[config.mk]
export PLATFORM = sky130hd
export DESIGN_NAME = sbpt_top
export DESIGN_NICKNAME = d
export VERILOG_FILES = /design/src/inc/sbpt_pkg.sv /design/src/rtl/sbpt_sync.sv /design/src/rtl/sbpt_top.sv
export SDC_FILE = /design/constraint.sdc
export NUM_CORES = 1
export LEC_CHECK = 0
export BUFFER_PORTS_ARGS = -buffer_cell sky130_fd_sc_hd__buf_2
export CAP_MARGIN = 5
export CORE_MARGIN = 2
export CORE_UTILIZATION = 54
export DETAILED_ROUTE_END_ITERATION = 8
export PLACE_DENSITY_LB_ADDON = 0.25
export REMOVE_ABC_BUFFERS = 1
export SYNTH_ARGS = -nofsm -noshare
export SYNTH_HDL_FRONTEND = slang
export SYNTH_SLANG_ARGS = --single-unit
export TNS_END_PERCENT = 10
[constraint.sdc]
create_clock -name REF_CLK_IN -period 3.4 [get_ports REF_CLK_IN]
set_clock_uncertainty 0.15 [all_clocks]
set_input_delay 0.51 -clock REF_CLK_IN [delete_from_list [all_inputs] [get_ports REF_CLK_IN]]
set_output_delay 0.51 -clock REF_CLK_IN [all_outputs]
set_load 0.01 [all_outputs]
[src/inc/sbpt_pkg.sv]
`default_nettype none

package sbpt_pkg;

  // ****************************************************************
  // Trigger modes and configuration
  // ****************************************************************
  typedef enum logic [2:0] {
    SBPT_MODE_OFF,
    SBPT_MODE_I2C_START,
    SBPT_MODE_I2C_RESTART,
    SBPT_MODE_I2C_NACK,
    SBPT_MODE_I2C_ADDR10_WR,
    SBPT_MODE_SPI_PATTERN
  } sbpt_mode_e;

  // SPI pattern configuration travels as one bundle.
  typedef struct packed {
    logic [31:0] care;
    logic [31:0] value;
    logic [5:0] length;
    logic rising_edge;
    logic use_idle_framing;
    logic active_high_select_framing;
    logic [15:0] idle_cycles;
  } sbpt_spi_cfg_s;

  // Ten-bit write match: address, first data byte, and a mask for each.
  typedef struct packed {
    logic [9:0] addr;
    logic [7:0] data;
    logic [17:0] care;
  } sbpt_i2c_cfg_s;

  localparam int SBPT_SYNC_STAGES = 2;
  localparam logic [5:0] SBPT_PAT_MIN = 6'h04;
  localparam logic [5:0] SBPT_PAT_MAX = 6'h20;
  localparam logic [3:0] SBPT_BYTE_BITS = 4'h8;
  localparam logic [3:0] SBPT_ACK_SLOT = 4'h9;
  localparam logic [4:0] SBPT_ADDR10_PREFIX = 5'h1e;
  localparam logic [1:0] SBPT_SYNC_RESET = 2'h0;

endpackage

`default_nettype wire

[src/rtl/sbpt_sync.sv]
`timescale 1ns/1ns
`default_nettype none

// ****************************************************************
// Two-stage synchroniser with a registered copy for edge finding.
// ****************************************************************
module sbpt_sync (
  input wire logic clk_in,
  input wire logic rst_in,
  input wire logic d_in,
  output logic q_out,
  output logic q_prev_out
);
  import sbpt_pkg::*;

  logic [SBPT_SYNC_STAGES-1:0] sync_reg;

  // Only the second stage is read; the first may be metastable.
  always_ff @(posedge clk_in or posedge rst_in) begin
    if (rst_in) begin
      sync_reg <= SBPT_SYNC_RESET;
      q_prev_out <= 1'b0;
    end else begin
      sync_reg <= {sync_reg[0], d_in};
      q_prev_out <= sync_reg[1];
    end
  end

  assign q_out = sync_reg[1];
endmodule

`default_nettype wire

[src/rtl/sbpt_top.sv]
// Notes on behaviour
// - A data fall while the two-wire clock is high is a start and fires the start trigger.
// - In restart mode a second start seen before any stop fires the trigger.
// - In missing-acknowledge mode any high acknowledge slot fires, whatever the frame length.
// - In ten-bit write mode a write whose address and data match the masked pattern fires.
// - SPI data is sampled on the chosen clock edge and only inside a framing period.
// - The pattern is 4 to 32 bits long with each bit low, high or don't care.
// - Framing may come from the select line as active high or active low.
// - Framing may instead start after the SPI clock has been idle for a set time.
// - On the Nth active edge of a frame the trigger fires if every cared sampled bit matches.
`timescale 1ns/1ns
`default_nettype none

module sbpt_top (
  input wire logic REF_CLK_IN,
  input wire logic SYS_RST_IN,
  input wire sbpt_pkg::sbpt_mode_e MODE_IN,
  input wire sbpt_pkg::sbpt_spi_cfg_s SPI_CFG_IN,
  input wire sbpt_pkg::sbpt_i2c_cfg_s I2C_CFG_IN,
  input wire logic I2C_SCL_IN,
  input wire logic I2C_SDA_IN,
  input wire logic SPI_SCLK_IN,
  input wire logic SPI_DATA_IN,
  input wire logic SPI_SEL_IN,
  output logic TRIGGER_OUT,
  output logic I2C_BUSY_OUT,
  output logic SPI_FRAME_OUT
);
  import sbpt_pkg::*;

  // ****************************************************************
  // Input synchronisers
  // ****************************************************************
  logic scl, scl_p, sda, sda_p, sck, sck_p, sdi, sdi_p, sel, sel_p;

  // Every bus line crosses two flops before logic sees it.
  sbpt_sync u_scl (.clk_in(REF_CLK_IN), .rst_in(SYS_RST_IN), .d_in(I2C_SCL_IN),
    .q_out(scl), .q_prev_out(scl_p));
  sbpt_sync u_sda (.clk_in(REF_CLK_IN), .rst_in(SYS_RST_IN), .d_in(I2C_SDA_IN),
    .q_out(sda), .q_prev_out(sda_p));
  sbpt_sync u_sck (.clk_in(REF_CLK_IN), .rst_in(SYS_RST_IN), .d_in(SPI_SCLK_IN),
    .q_out(sck), .q_prev_out(sck_p));
  sbpt_sync u_sdi (.clk_in(REF_CLK_IN), .rst_in(SYS_RST_IN), .d_in(SPI_DATA_IN),
    .q_out(sdi), .q_prev_out(sdi_p));
  sbpt_sync u_sel (.clk_in(REF_CLK_IN), .rst_in(SYS_RST_IN), .d_in(SPI_SEL_IN),
    .q_out(sel), .q_prev_out(sel_p));

  // ****************************************************************
  // Two-wire condition detection
  // ****************************************************************
  logic i2c_start, i2c_stop, scl_rise;

  // Clock must be high both before and after the data edge.
  assign i2c_start = scl && scl_p && sda_p && !sda;
  assign i2c_stop = scl && scl_p && !sda_p && sda;
  assign scl_rise = scl && !scl_p;

  // ****************************************************************
  // Two-wire byte tracker
  // ****************************************************************
  logic in_frame_reg, seen_start_reg, addr10_reg, write_reg;
  logic [3:0] bit_cnt_reg;
  logic [7:0] shift_reg;
  logic [1:0] byte_idx_reg;
  logic [7:0] addr_lo_reg;
  logic [1:0] addr_hi_reg;
  logic [8:0] shift_next;
  logic i2c_fire;

  assign shift_next = {shift_reg, sda};

  // Bits are taken on the clock's rising edge; the ninth is the acknowledge slot.
  always_ff @(posedge REF_CLK_IN or posedge SYS_RST_IN) begin
    if (SYS_RST_IN) begin
      in_frame_reg <= 1'b0;
      seen_start_reg <= 1'b0;
      bit_cnt_reg <= 4'h0;
      shift_reg <= 8'h00;
      byte_idx_reg <= 2'h0;
      addr10_reg <= 1'b0;
      write_reg <= 1'b0;
      addr_lo_reg <= 8'h00;
      addr_hi_reg <= 2'h0;
    end else if (i2c_stop) begin
      in_frame_reg <= 1'b0;
      seen_start_reg <= 1'b0;
      bit_cnt_reg <= 4'h0;
      byte_idx_reg <= 2'h0;
      addr10_reg <= 1'b0;
    end else if (i2c_start) begin
      // A repeated start restarts byte counting but keeps the frame open.
      in_frame_reg <= 1'b1;
      seen_start_reg <= 1'b1;
      bit_cnt_reg <= 4'h0;
      byte_idx_reg <= 2'h0;
      addr10_reg <= 1'b0;
    end else if (in_frame_reg && scl_rise) begin
      if (bit_cnt_reg == SBPT_ACK_SLOT - 4'h1) begin
        bit_cnt_reg <= 4'h0;
        if (byte_idx_reg != 2'h3) begin
          byte_idx_reg <= byte_idx_reg + 2'h1;
        end
      end else begin
        bit_cnt_reg <= bit_cnt_reg + 4'h1;
        shift_reg <= shift_next[7:0];
        if (bit_cnt_reg == SBPT_BYTE_BITS - 4'h1 && byte_idx_reg == 2'h0) begin
          addr10_reg <= shift_next[7:3] == SBPT_ADDR10_PREFIX;
          write_reg <= !sda;
          // The shifter moves on, so the two high address bits are kept here.
          addr_hi_reg <= shift_next[2:1];
        end
        if (bit_cnt_reg == SBPT_BYTE_BITS - 4'h1 && byte_idx_reg == 2'h1) begin
          addr_lo_reg <= shift_next[7:0];
        end
      end
    end
  end

  // Trigger decision for the two-wire modes.
  always_comb begin
    i2c_fire = 1'b0;
    case (MODE_IN)
      SBPT_MODE_I2C_START: i2c_fire = i2c_start;
      SBPT_MODE_I2C_RESTART: i2c_fire = i2c_start && seen_start_reg;
      SBPT_MODE_I2C_NACK: begin
        // A high data line in the ninth clock is a missing acknowledge.
        i2c_fire = in_frame_reg && scl_rise && sda && bit_cnt_reg == SBPT_ACK_SLOT - 4'h1;
      end
      SBPT_MODE_I2C_ADDR10_WR: begin
        // Fires as the first data byte after a ten-bit write address completes.
        i2c_fire = in_frame_reg && scl_rise && addr10_reg && write_reg &&
          byte_idx_reg == 2'h2 && bit_cnt_reg == SBPT_BYTE_BITS - 4'h1 &&
          ((({addr_hi_reg, addr_lo_reg, shift_next[7:0]} ^
             {I2C_CFG_IN.addr, I2C_CFG_IN.data}) & I2C_CFG_IN.care) == 18'h0_0000);
      end
      default: i2c_fire = 1'b0;
    endcase
  end

  // ****************************************************************
  // SPI framing
  // ****************************************************************
  logic sel_active, sck_edge, sck_active_edge, frame_reg, frame_end;
  logic spi_done, spi_fire;
  logic [15:0] idle_cnt_reg;

  assign sel_active = SPI_CFG_IN.active_high_select_framing ? sel : !sel;
  assign sck_edge = sck ^ sck_p;
  assign sck_active_edge = SPI_CFG_IN.rising_edge ? (sck && !sck_p) : (!sck && sck_p);

  // Idle counter; saturates so a long quiet bus never wraps.
  always_ff @(posedge REF_CLK_IN or posedge SYS_RST_IN) begin
    if (SYS_RST_IN) begin
      idle_cnt_reg <= 16'h0000;
    end else if (sck_edge) begin
      idle_cnt_reg <= 16'h0000;
    end else if (idle_cnt_reg != 16'hffff) begin
      idle_cnt_reg <= idle_cnt_reg + 16'h0001;
    end
  end

  // Self framing opens after the idle time and ends when the pattern completes.
  always_ff @(posedge REF_CLK_IN or posedge SYS_RST_IN) begin
    if (SYS_RST_IN) begin
      frame_reg <= 1'b0;
    end else if (!SPI_CFG_IN.use_idle_framing) begin
      frame_reg <= sel_active;
    end else if (!frame_reg && idle_cnt_reg >= SPI_CFG_IN.idle_cycles) begin
      frame_reg <= 1'b1;
    end else if (frame_reg && spi_done) begin
      frame_reg <= 1'b0;
    end
  end

  // ****************************************************************
  // SPI pattern matcher
  // ****************************************************************
  logic [5:0] edge_cnt_reg, pat_len;
  logic [31:0] sampled_reg, sampled_next;

  // Clamp the configured length into the legal span.
  assign pat_len = SPI_CFG_IN.length < SBPT_PAT_MIN ? SBPT_PAT_MIN :
    (SPI_CFG_IN.length > SBPT_PAT_MAX ? SBPT_PAT_MAX : SPI_CFG_IN.length);
  assign sampled_next = {sampled_reg[30:0], sdi};
  assign frame_end = !frame_reg || (!SPI_CFG_IN.use_idle_framing && !sel_active);
  assign spi_done = frame_reg && sck_active_edge && edge_cnt_reg == pat_len - 6'h01;
  // First bit lands in the highest used position; uncared bits are ignored.
  assign spi_fire = spi_done && MODE_IN == SBPT_MODE_SPI_PATTERN &&
    (((sampled_next ^ SPI_CFG_IN.value) & SPI_CFG_IN.care &
      (32'hffff_ffff >> (6'h20 - pat_len))) == 32'h0000_0000);

  // Edge counting restarts whenever framing drops.
  always_ff @(posedge REF_CLK_IN or posedge SYS_RST_IN) begin
    if (SYS_RST_IN) begin
      edge_cnt_reg <= 6'h00;
      sampled_reg <= 32'h0000_0000;
    end else if (frame_end) begin
      edge_cnt_reg <= 6'h00;
      sampled_reg <= 32'h0000_0000;
    end else if (sck_active_edge) begin
      sampled_reg <= sampled_next;
      // After the Nth edge further bits are ignored until the next frame.
      edge_cnt_reg <= spi_done ? 6'h3f : (edge_cnt_reg == 6'h3f ? 6'h3f : edge_cnt_reg + 6'h01);
    end
  end

  // ****************************************************************
  // Outputs
  // ****************************************************************
  // All outputs are registered; trigger is high for one cycle per event.
  always_ff @(posedge REF_CLK_IN or posedge SYS_RST_IN) begin
    if (SYS_RST_IN) begin
      TRIGGER_OUT <= 1'b0;
      I2C_BUSY_OUT <= 1'b0;
      SPI_FRAME_OUT <= 1'b0;
    end else begin
      TRIGGER_OUT <= i2c_fire || spi_fire;
      I2C_BUSY_OUT <= in_frame_reg;
      SPI_FRAME_OUT <= frame_reg;
    end
  end
endmodule

`default_nettype wire

==> results of run 1 <==
## critical path: cells and delay by family
family / cells / cell delay, ns
simple gates: 5 / 1.00
compound gates: 4 / 0.73
fa+ha+maj: 2 / 0.50
buf+inv: 3 / 0.36
## power breakdown
group | total, uW | switching (uW) | internal, uW
Combinational | 427 | 236 | 191
Clock | 830 | 416 | 414
Sequential | 1230 | 52.4 | 1180
Total | 2490 | 704 | 1780
## metrics by stage
stage                     total power (uW)  instances  area, um^2  util (%)  setup slack, ns
after global placement                1660        883        6550      63.7           0.0847
after detailed placement              1680        883        6550      63.7           0.0404
after global routing                  2610        899        6770      65.8            0.114
after floorplan                       1480        601        5610         -            0.235
after CTS                             2510        899        6770      65.8            0.419
final                                 2490        899        6770      65.8            0.397
## final cells by class
| cell class | instances | share of cell area (%) |
|---|---|---|
| Inverter | 34 | 1.92 |
| Clock inverter | 7 | 1.42 |
| Sequential cell | 96 | 35.5 |
| Multi-Input combinational cell | 471 | 45.7 |
| Clock buffer | 9 | 1.83 |
| Timing Repair Buffer | 146 | 11.1 |
| Tap cell | 136 | 2.52 |
## cell families (layout without fill, tap and decap cells)
kind of cell               Yosys count  in the layout  synth area share, %
AOI/OAI and AO/OA                  122            122                 14.1
adders and majority gates           31             31                 6.84
muxes                               20             20                 3.93
and+or+nand+nor                    229            229                 18.9
xor gates and xnor gates            69             69                 10.7
DFF                                 96             96                 42.4
buffers and inverters               49            196                 3.24
## synthesized netlist by cell type (all sizes together), types with 3 or more instances
cell    instances  share of area (%)
and3            5               0.55
o21ai          21                1.9
nand2b          6               0.71
nor3           11               0.97
clkbuf         12               0.79
nand4b          4               0.62
nand2         107                7.1
mux2           18                3.6
xnor2          11                1.7
ha             31                6.8
nand3b          3               0.40
nor2           40                2.6
a22o            3               0.46
nor2b           5               0.55
a21oi          48                4.2
o21bai          3               0.40
a21o            5               0.66
o21a            3               0.40
nand3          19                1.7
o31ai           4               0.53
a22oi           6                1.0
nand4          16                1.9
buf             3               0.20
a211oi          4               0.53
dfrtp          96                 42
a31oi           5               0.55
inv            34                2.3
xor2           58                9.0
## final timing paths
check	startpoint	cells after the start	to
max reg2reg	sampled_reg[0]	7	TRIGGER_OUT
min in group REF_CLK_IN	SPI_SEL_IN	1	u_sel.sync_reg[0]
min reg2reg	u_sda.sync_reg[0]	0	u_sda.sync_reg[1]
max in group asynchronous	SYS_RST_IN	3	sampled_reg[1]
min	SYS_RST_IN	2	addr_lo_reg[4]
max	SPI_CFG_IN[22]	14	TRIGGER_OUT
## routing by layer
layer	share of wire, %	vias to the layer above	wire length, um	global-route usage [%]
met5	0	-	0	0
met4	0.84	0	121	5.10
li1	-	2418	-	-
met3	5.0	12	721	3.74
met2	49	153	7100	45.0
met1	45	2372	6410	35.5
==> metrics, run 1 <==
hold_ws 0.0738 ns; # rows 37; die area 11,300 um^2; CTS Hold Bufs 0; number of global-route vias before repair slightly below 5,000; H-tree levels 3; TritonCTS Buffers 9; post-route antenna net violation count 0; clk root buf clkbuf_8; min Tclk post-route 3.00 ns; Clock transition at path regs approximately 0.1 ns; commonest non-fill, non-tap cell in the layout buf_2; Leak about 0.0034 uW; Top FF cell, synth dfrtp_1; syn_area_per_cell between 9 and 10 um^2; Critical Path Most Common Cell ha_1; Initial DRC Count between 300 and 400; CP cell instances buf_2 -> nor3_1 -> nor2_1 -> nand2_1 -> ha_1 -> inv_1 -> ha_1 -> buf_4 -> a32oi_1 -> o31ai_1 -> nor4_1 -> o211ai_1 -> and2_1 -> o41ai_2; CP Launch Type input port; post-detail-place hpwl approximately 11,000 um; critical path's slowest cell nor4_1; Final setup viols 0; TritonCTS clock tree done; async set-reset flop share out of synthesis between 90% and 100%; crit share post-route approximately 88%; clock sink count 96; EDFF count, synth 0; pwr dens between 300 and 400 nW/um^2; final wirelength 14,300 um; Final Hold Fails 0; commonest non-fill, non-tap cells in the layout buf_2 (137), nand2_1 (107), dfrtp_1 (96); Setup TNS 0 ns; Pre-antenna DRT Iters 5; synthesized instance count between 600 and 700; Die Ht approximately 110 um; Max Fclk 0.333 GHz; R2R setup slack roughly 0.8 ns; Fillers ~900; number of synthesized register bits between 90 and 100; Worst Hold Class input port to async pin; global-route wire length before repair about 24,000 um; Clk Latency, worst-skew pair roughly 0.36 ns; outcome completed; CTS max path bufs 2; share of cells above drive strength 1 between 20% and 30%; total track usage 26.1%; Critical Path Max Stage Delay approximately 0.31 ns; Die W approximately 110 um; Worst-Margin Slew ~0.76 ns; Layout area overhead 19.4%; Pins Over Slew Limit 0; routed len/inst ~16 um; post-CTS setup buffer count 0; Sequential Area 2400 um^2; largest net degree at the start of global routing 54; synth warn 0; Buffers on Ports about 140; Worst VDD drop roughly 0.00028 V; post-synthesis sequential area ratio 42.4%; placer congestion estimate a little over 0.9; IO Pins 138; Post-route DRC 0; Overflow after GRT 0; Initial Utilization 55.1%; element type at the critical path end register; critical path peak fanout 6; synth unique cells roughly 60; Crit path required time 3.50 ns; setup repair after global routing missed its margin false; max_cap viols 0; final net count 924; CP Class input port to register; Resize count post-CTS 0; synthesized area around 5700 um^2; crit path DAT between 3 and 4 ns; via count slightly below 5,000; max FFs per register 31; Core Box Area just over 10,000 um^2; antenna violations before repair 0; slew margin rel. approximately half; multi-input combinational cell area 3090 um^2; n_diodes 0; drt via density between 5 and 6
Power figures use the tool's default switching activity.
==> inputs of run 2 (changes only) <==
clock period = 2.99 ns   (was 3.4 ns; I/O delays follow)
==> run 2 against run 1 <==
Combinational power is 17% higher. First-iteration DRC count is 0.32% lower. Register-to-register slack worse by 0.41 ns. Design area is 1.4% higher. Hold slack worse by 0.055 ns. Cell count is 0.89% higher. Sequential share of layout area is 0.49 points lower. Via count is 3.1% higher. Sequential power is 14% higher. Largest cell class unchanged. Critical endpoint unchanged. Critical path type unchanged. Clock power is 18% higher.
==> metrics, run 2 (same netlist as run 1, synthesis figures left out) <==
post-CTS setup buffer count 0; post-route antenna net violation count 0; CTS max path bufs 2; Crit path required time approximately 3.1 ns; final net count just over 900; crit path DAT slightly below 3 ns; n_diodes 0; Overall Power about 2900 uW; Core Box Area 10,300 um^2; slew margin rel. between 40% and 50%; max_cap viols 0; pre-CTS WS -0.208 ns; Layout Cells excl Fill just over 900; largest net degree at the start of global routing between 50 and 60; global-route wire length before repair 23,400 um; max FFs per register 31; Fillers between 800 and 900; Max Fclk between 0.3 and 0.4 GHz; Clock transition at path regs approximately 0.10 ns; total track usage between 20% and 30%; clock sink count 96; routed len/inst ~16 um; crit share post-route approximately 93%; power share of the sequential group 48.6%; CP Launch Type input port; Worst VDD drop 0.000287 V; clock power share 34.1%; Pins Over Slew Limit 0; CP Class input port to register; Die W approximately 110 um; Leak between 0.003 and 0.004 uW; die area between 10,000 and 15,000 um^2; post-route design area 6860 um^2; Pre-antenna DRT Iters 5; Worst-Margin Slew between 0.7 and 0.8 ns; Worst Hold Class input port to async pin; P_sw approximately 800 uW; placer congestion estimate a little over 0.9; outcome completed; sw frac a little over a quarter; Initial Utilization between 50% and 60%; # rows 37; commonest non-fill, non-tap cells in the layout buf_2 (137), nand2_1 (107), dfrtp_1 (96); placed cell area around 6600 um^2; Initial DRC Count about 310; P_int 2090 uW; pwr dens between 400 and 500 nW/um^2; final wirelength about 14,000 um; Final Hold Fails 0; Die Ht ~110 um; Clk Latency, worst-skew pair roughly 0.36 ns; antenna violations before repair 0; Layout area overhead 21.0%; TritonCTS Buffers 9; via count between 5,000 and 6,000; Overflow after GRT 0; setup ws final about 0.2 ns; number of global-route vias before repair approximately 5,000; DP Cell Count between 800 and 900; share of cells above drive strength 1 25.9%; H-tree levels 3; commonest non-fill, non-tap cell in the layout buf_2; TritonCTS clock tree done; IO Pins 138; post-detail-place hpwl about 11,000 um; min Tclk post-route 2.79 ns; critical path peak fanout 4; Post-route DRC 0; clk root buf clkbuf_8; drt via density between 5 and 6; setup repair after global routing missed its margin false; element type at the critical path end register; Final setup viols 0; hold_ws 0.0190 ns; Buffers on Ports 137; Comb pwr share 17.3%
==> run 2: changes by cell type in the layout (fill, tap and decap cells not counted), sizes merged <==
| cell | previous run | this run |
|---|---|---|
| clkinvlp | 3 | 0 |
| clkbuf | 9 | 11 |
| buf | 146 | 154 |
| inv | 34 | 35 |
==> run 2: repair_timing <==
action	CTS	global route
endpoints found under the setup margin	0	1
hold buffers	0	0
gates resized for setup	0	1
==> run 2: final timing paths <==
path,startpoint,to,slack [ns],cells past startpoint
setup / recovery,SPI_CFG_IN[22],TRIGGER_OUT,0.20,14
hold / removal,SYS_RST_IN,addr_lo_reg[4],0.02,2
setup reg to reg,sampled_reg[0],TRIGGER_OUT,0.39,7
hold reg to reg,u_sel.sync_reg[0],u_sel.sync_reg[1],0.21,0
max in group asynchronous,SYS_RST_IN,sampled_reg[21],1.84,4
min in group REF_CLK_IN,SPI_DATA_IN,u_sdi.sync_reg[0],0.05,1
==> run 2: per-stage QoR <==
stage	util (%)	TNS, ns
after floorplan	-	-10.93
after global placement	64.4	-0.0789
after detailed placement	64.4	-0.208
after CTS	66.7	0
after global routing	66.8	0
final	66.8	0
==> run 2: power groups by stage <==
stage          clock network (uW)  registers, uW  logic [uW]
2_1_floorplan                   0           1410         280
3_3_place_gp                    0           1420         476
3_5_place_dp                    0           1430         496
4_1_cts                      1000           1400         500
5_1_grt                      1050           1410         556
6_report                      981           1400         498
==> run 2: routing by layer <==
layer	GRT usage, %	share of wire [%]	up-vias
met4	5.84	1.4	0
met5	0	0	-
met2	46.2	51	185
met3	4.48	6.2	24
li1	-	-	2443
met1	32.3	42	2456
==> run 2: cell type report <==
type | instances | area (um^2) | area share, %
tap | 136 | 170 | 2.48
sequential | 96 | 2400 | 35.0
clock inverter | 5 | 86.3 | 1.26
inverter | 34 | 130 | 1.90
clock buffer | 11 | 151 | 2.21
multi-input combinational | 471 | 3090 | 45.1
timing repair buffer | 154 | 826 | 12.0
==> run 2: critical path, cell delays in order <==
cell,delay (ns)
buf_2,0.11
nor3_2,0.23
nor2_1,0.08
nand2_1,0.09
ha_1,0.16
inv_1,0.04
ha_1,0.29
nand2b_1,0.24
nand3_1,0.12
o21ai_0,0.11
a2111oi_2,0.36
a21oi_1,0.12
a2bb2oi_1,0.16
o41ai_2,0.32
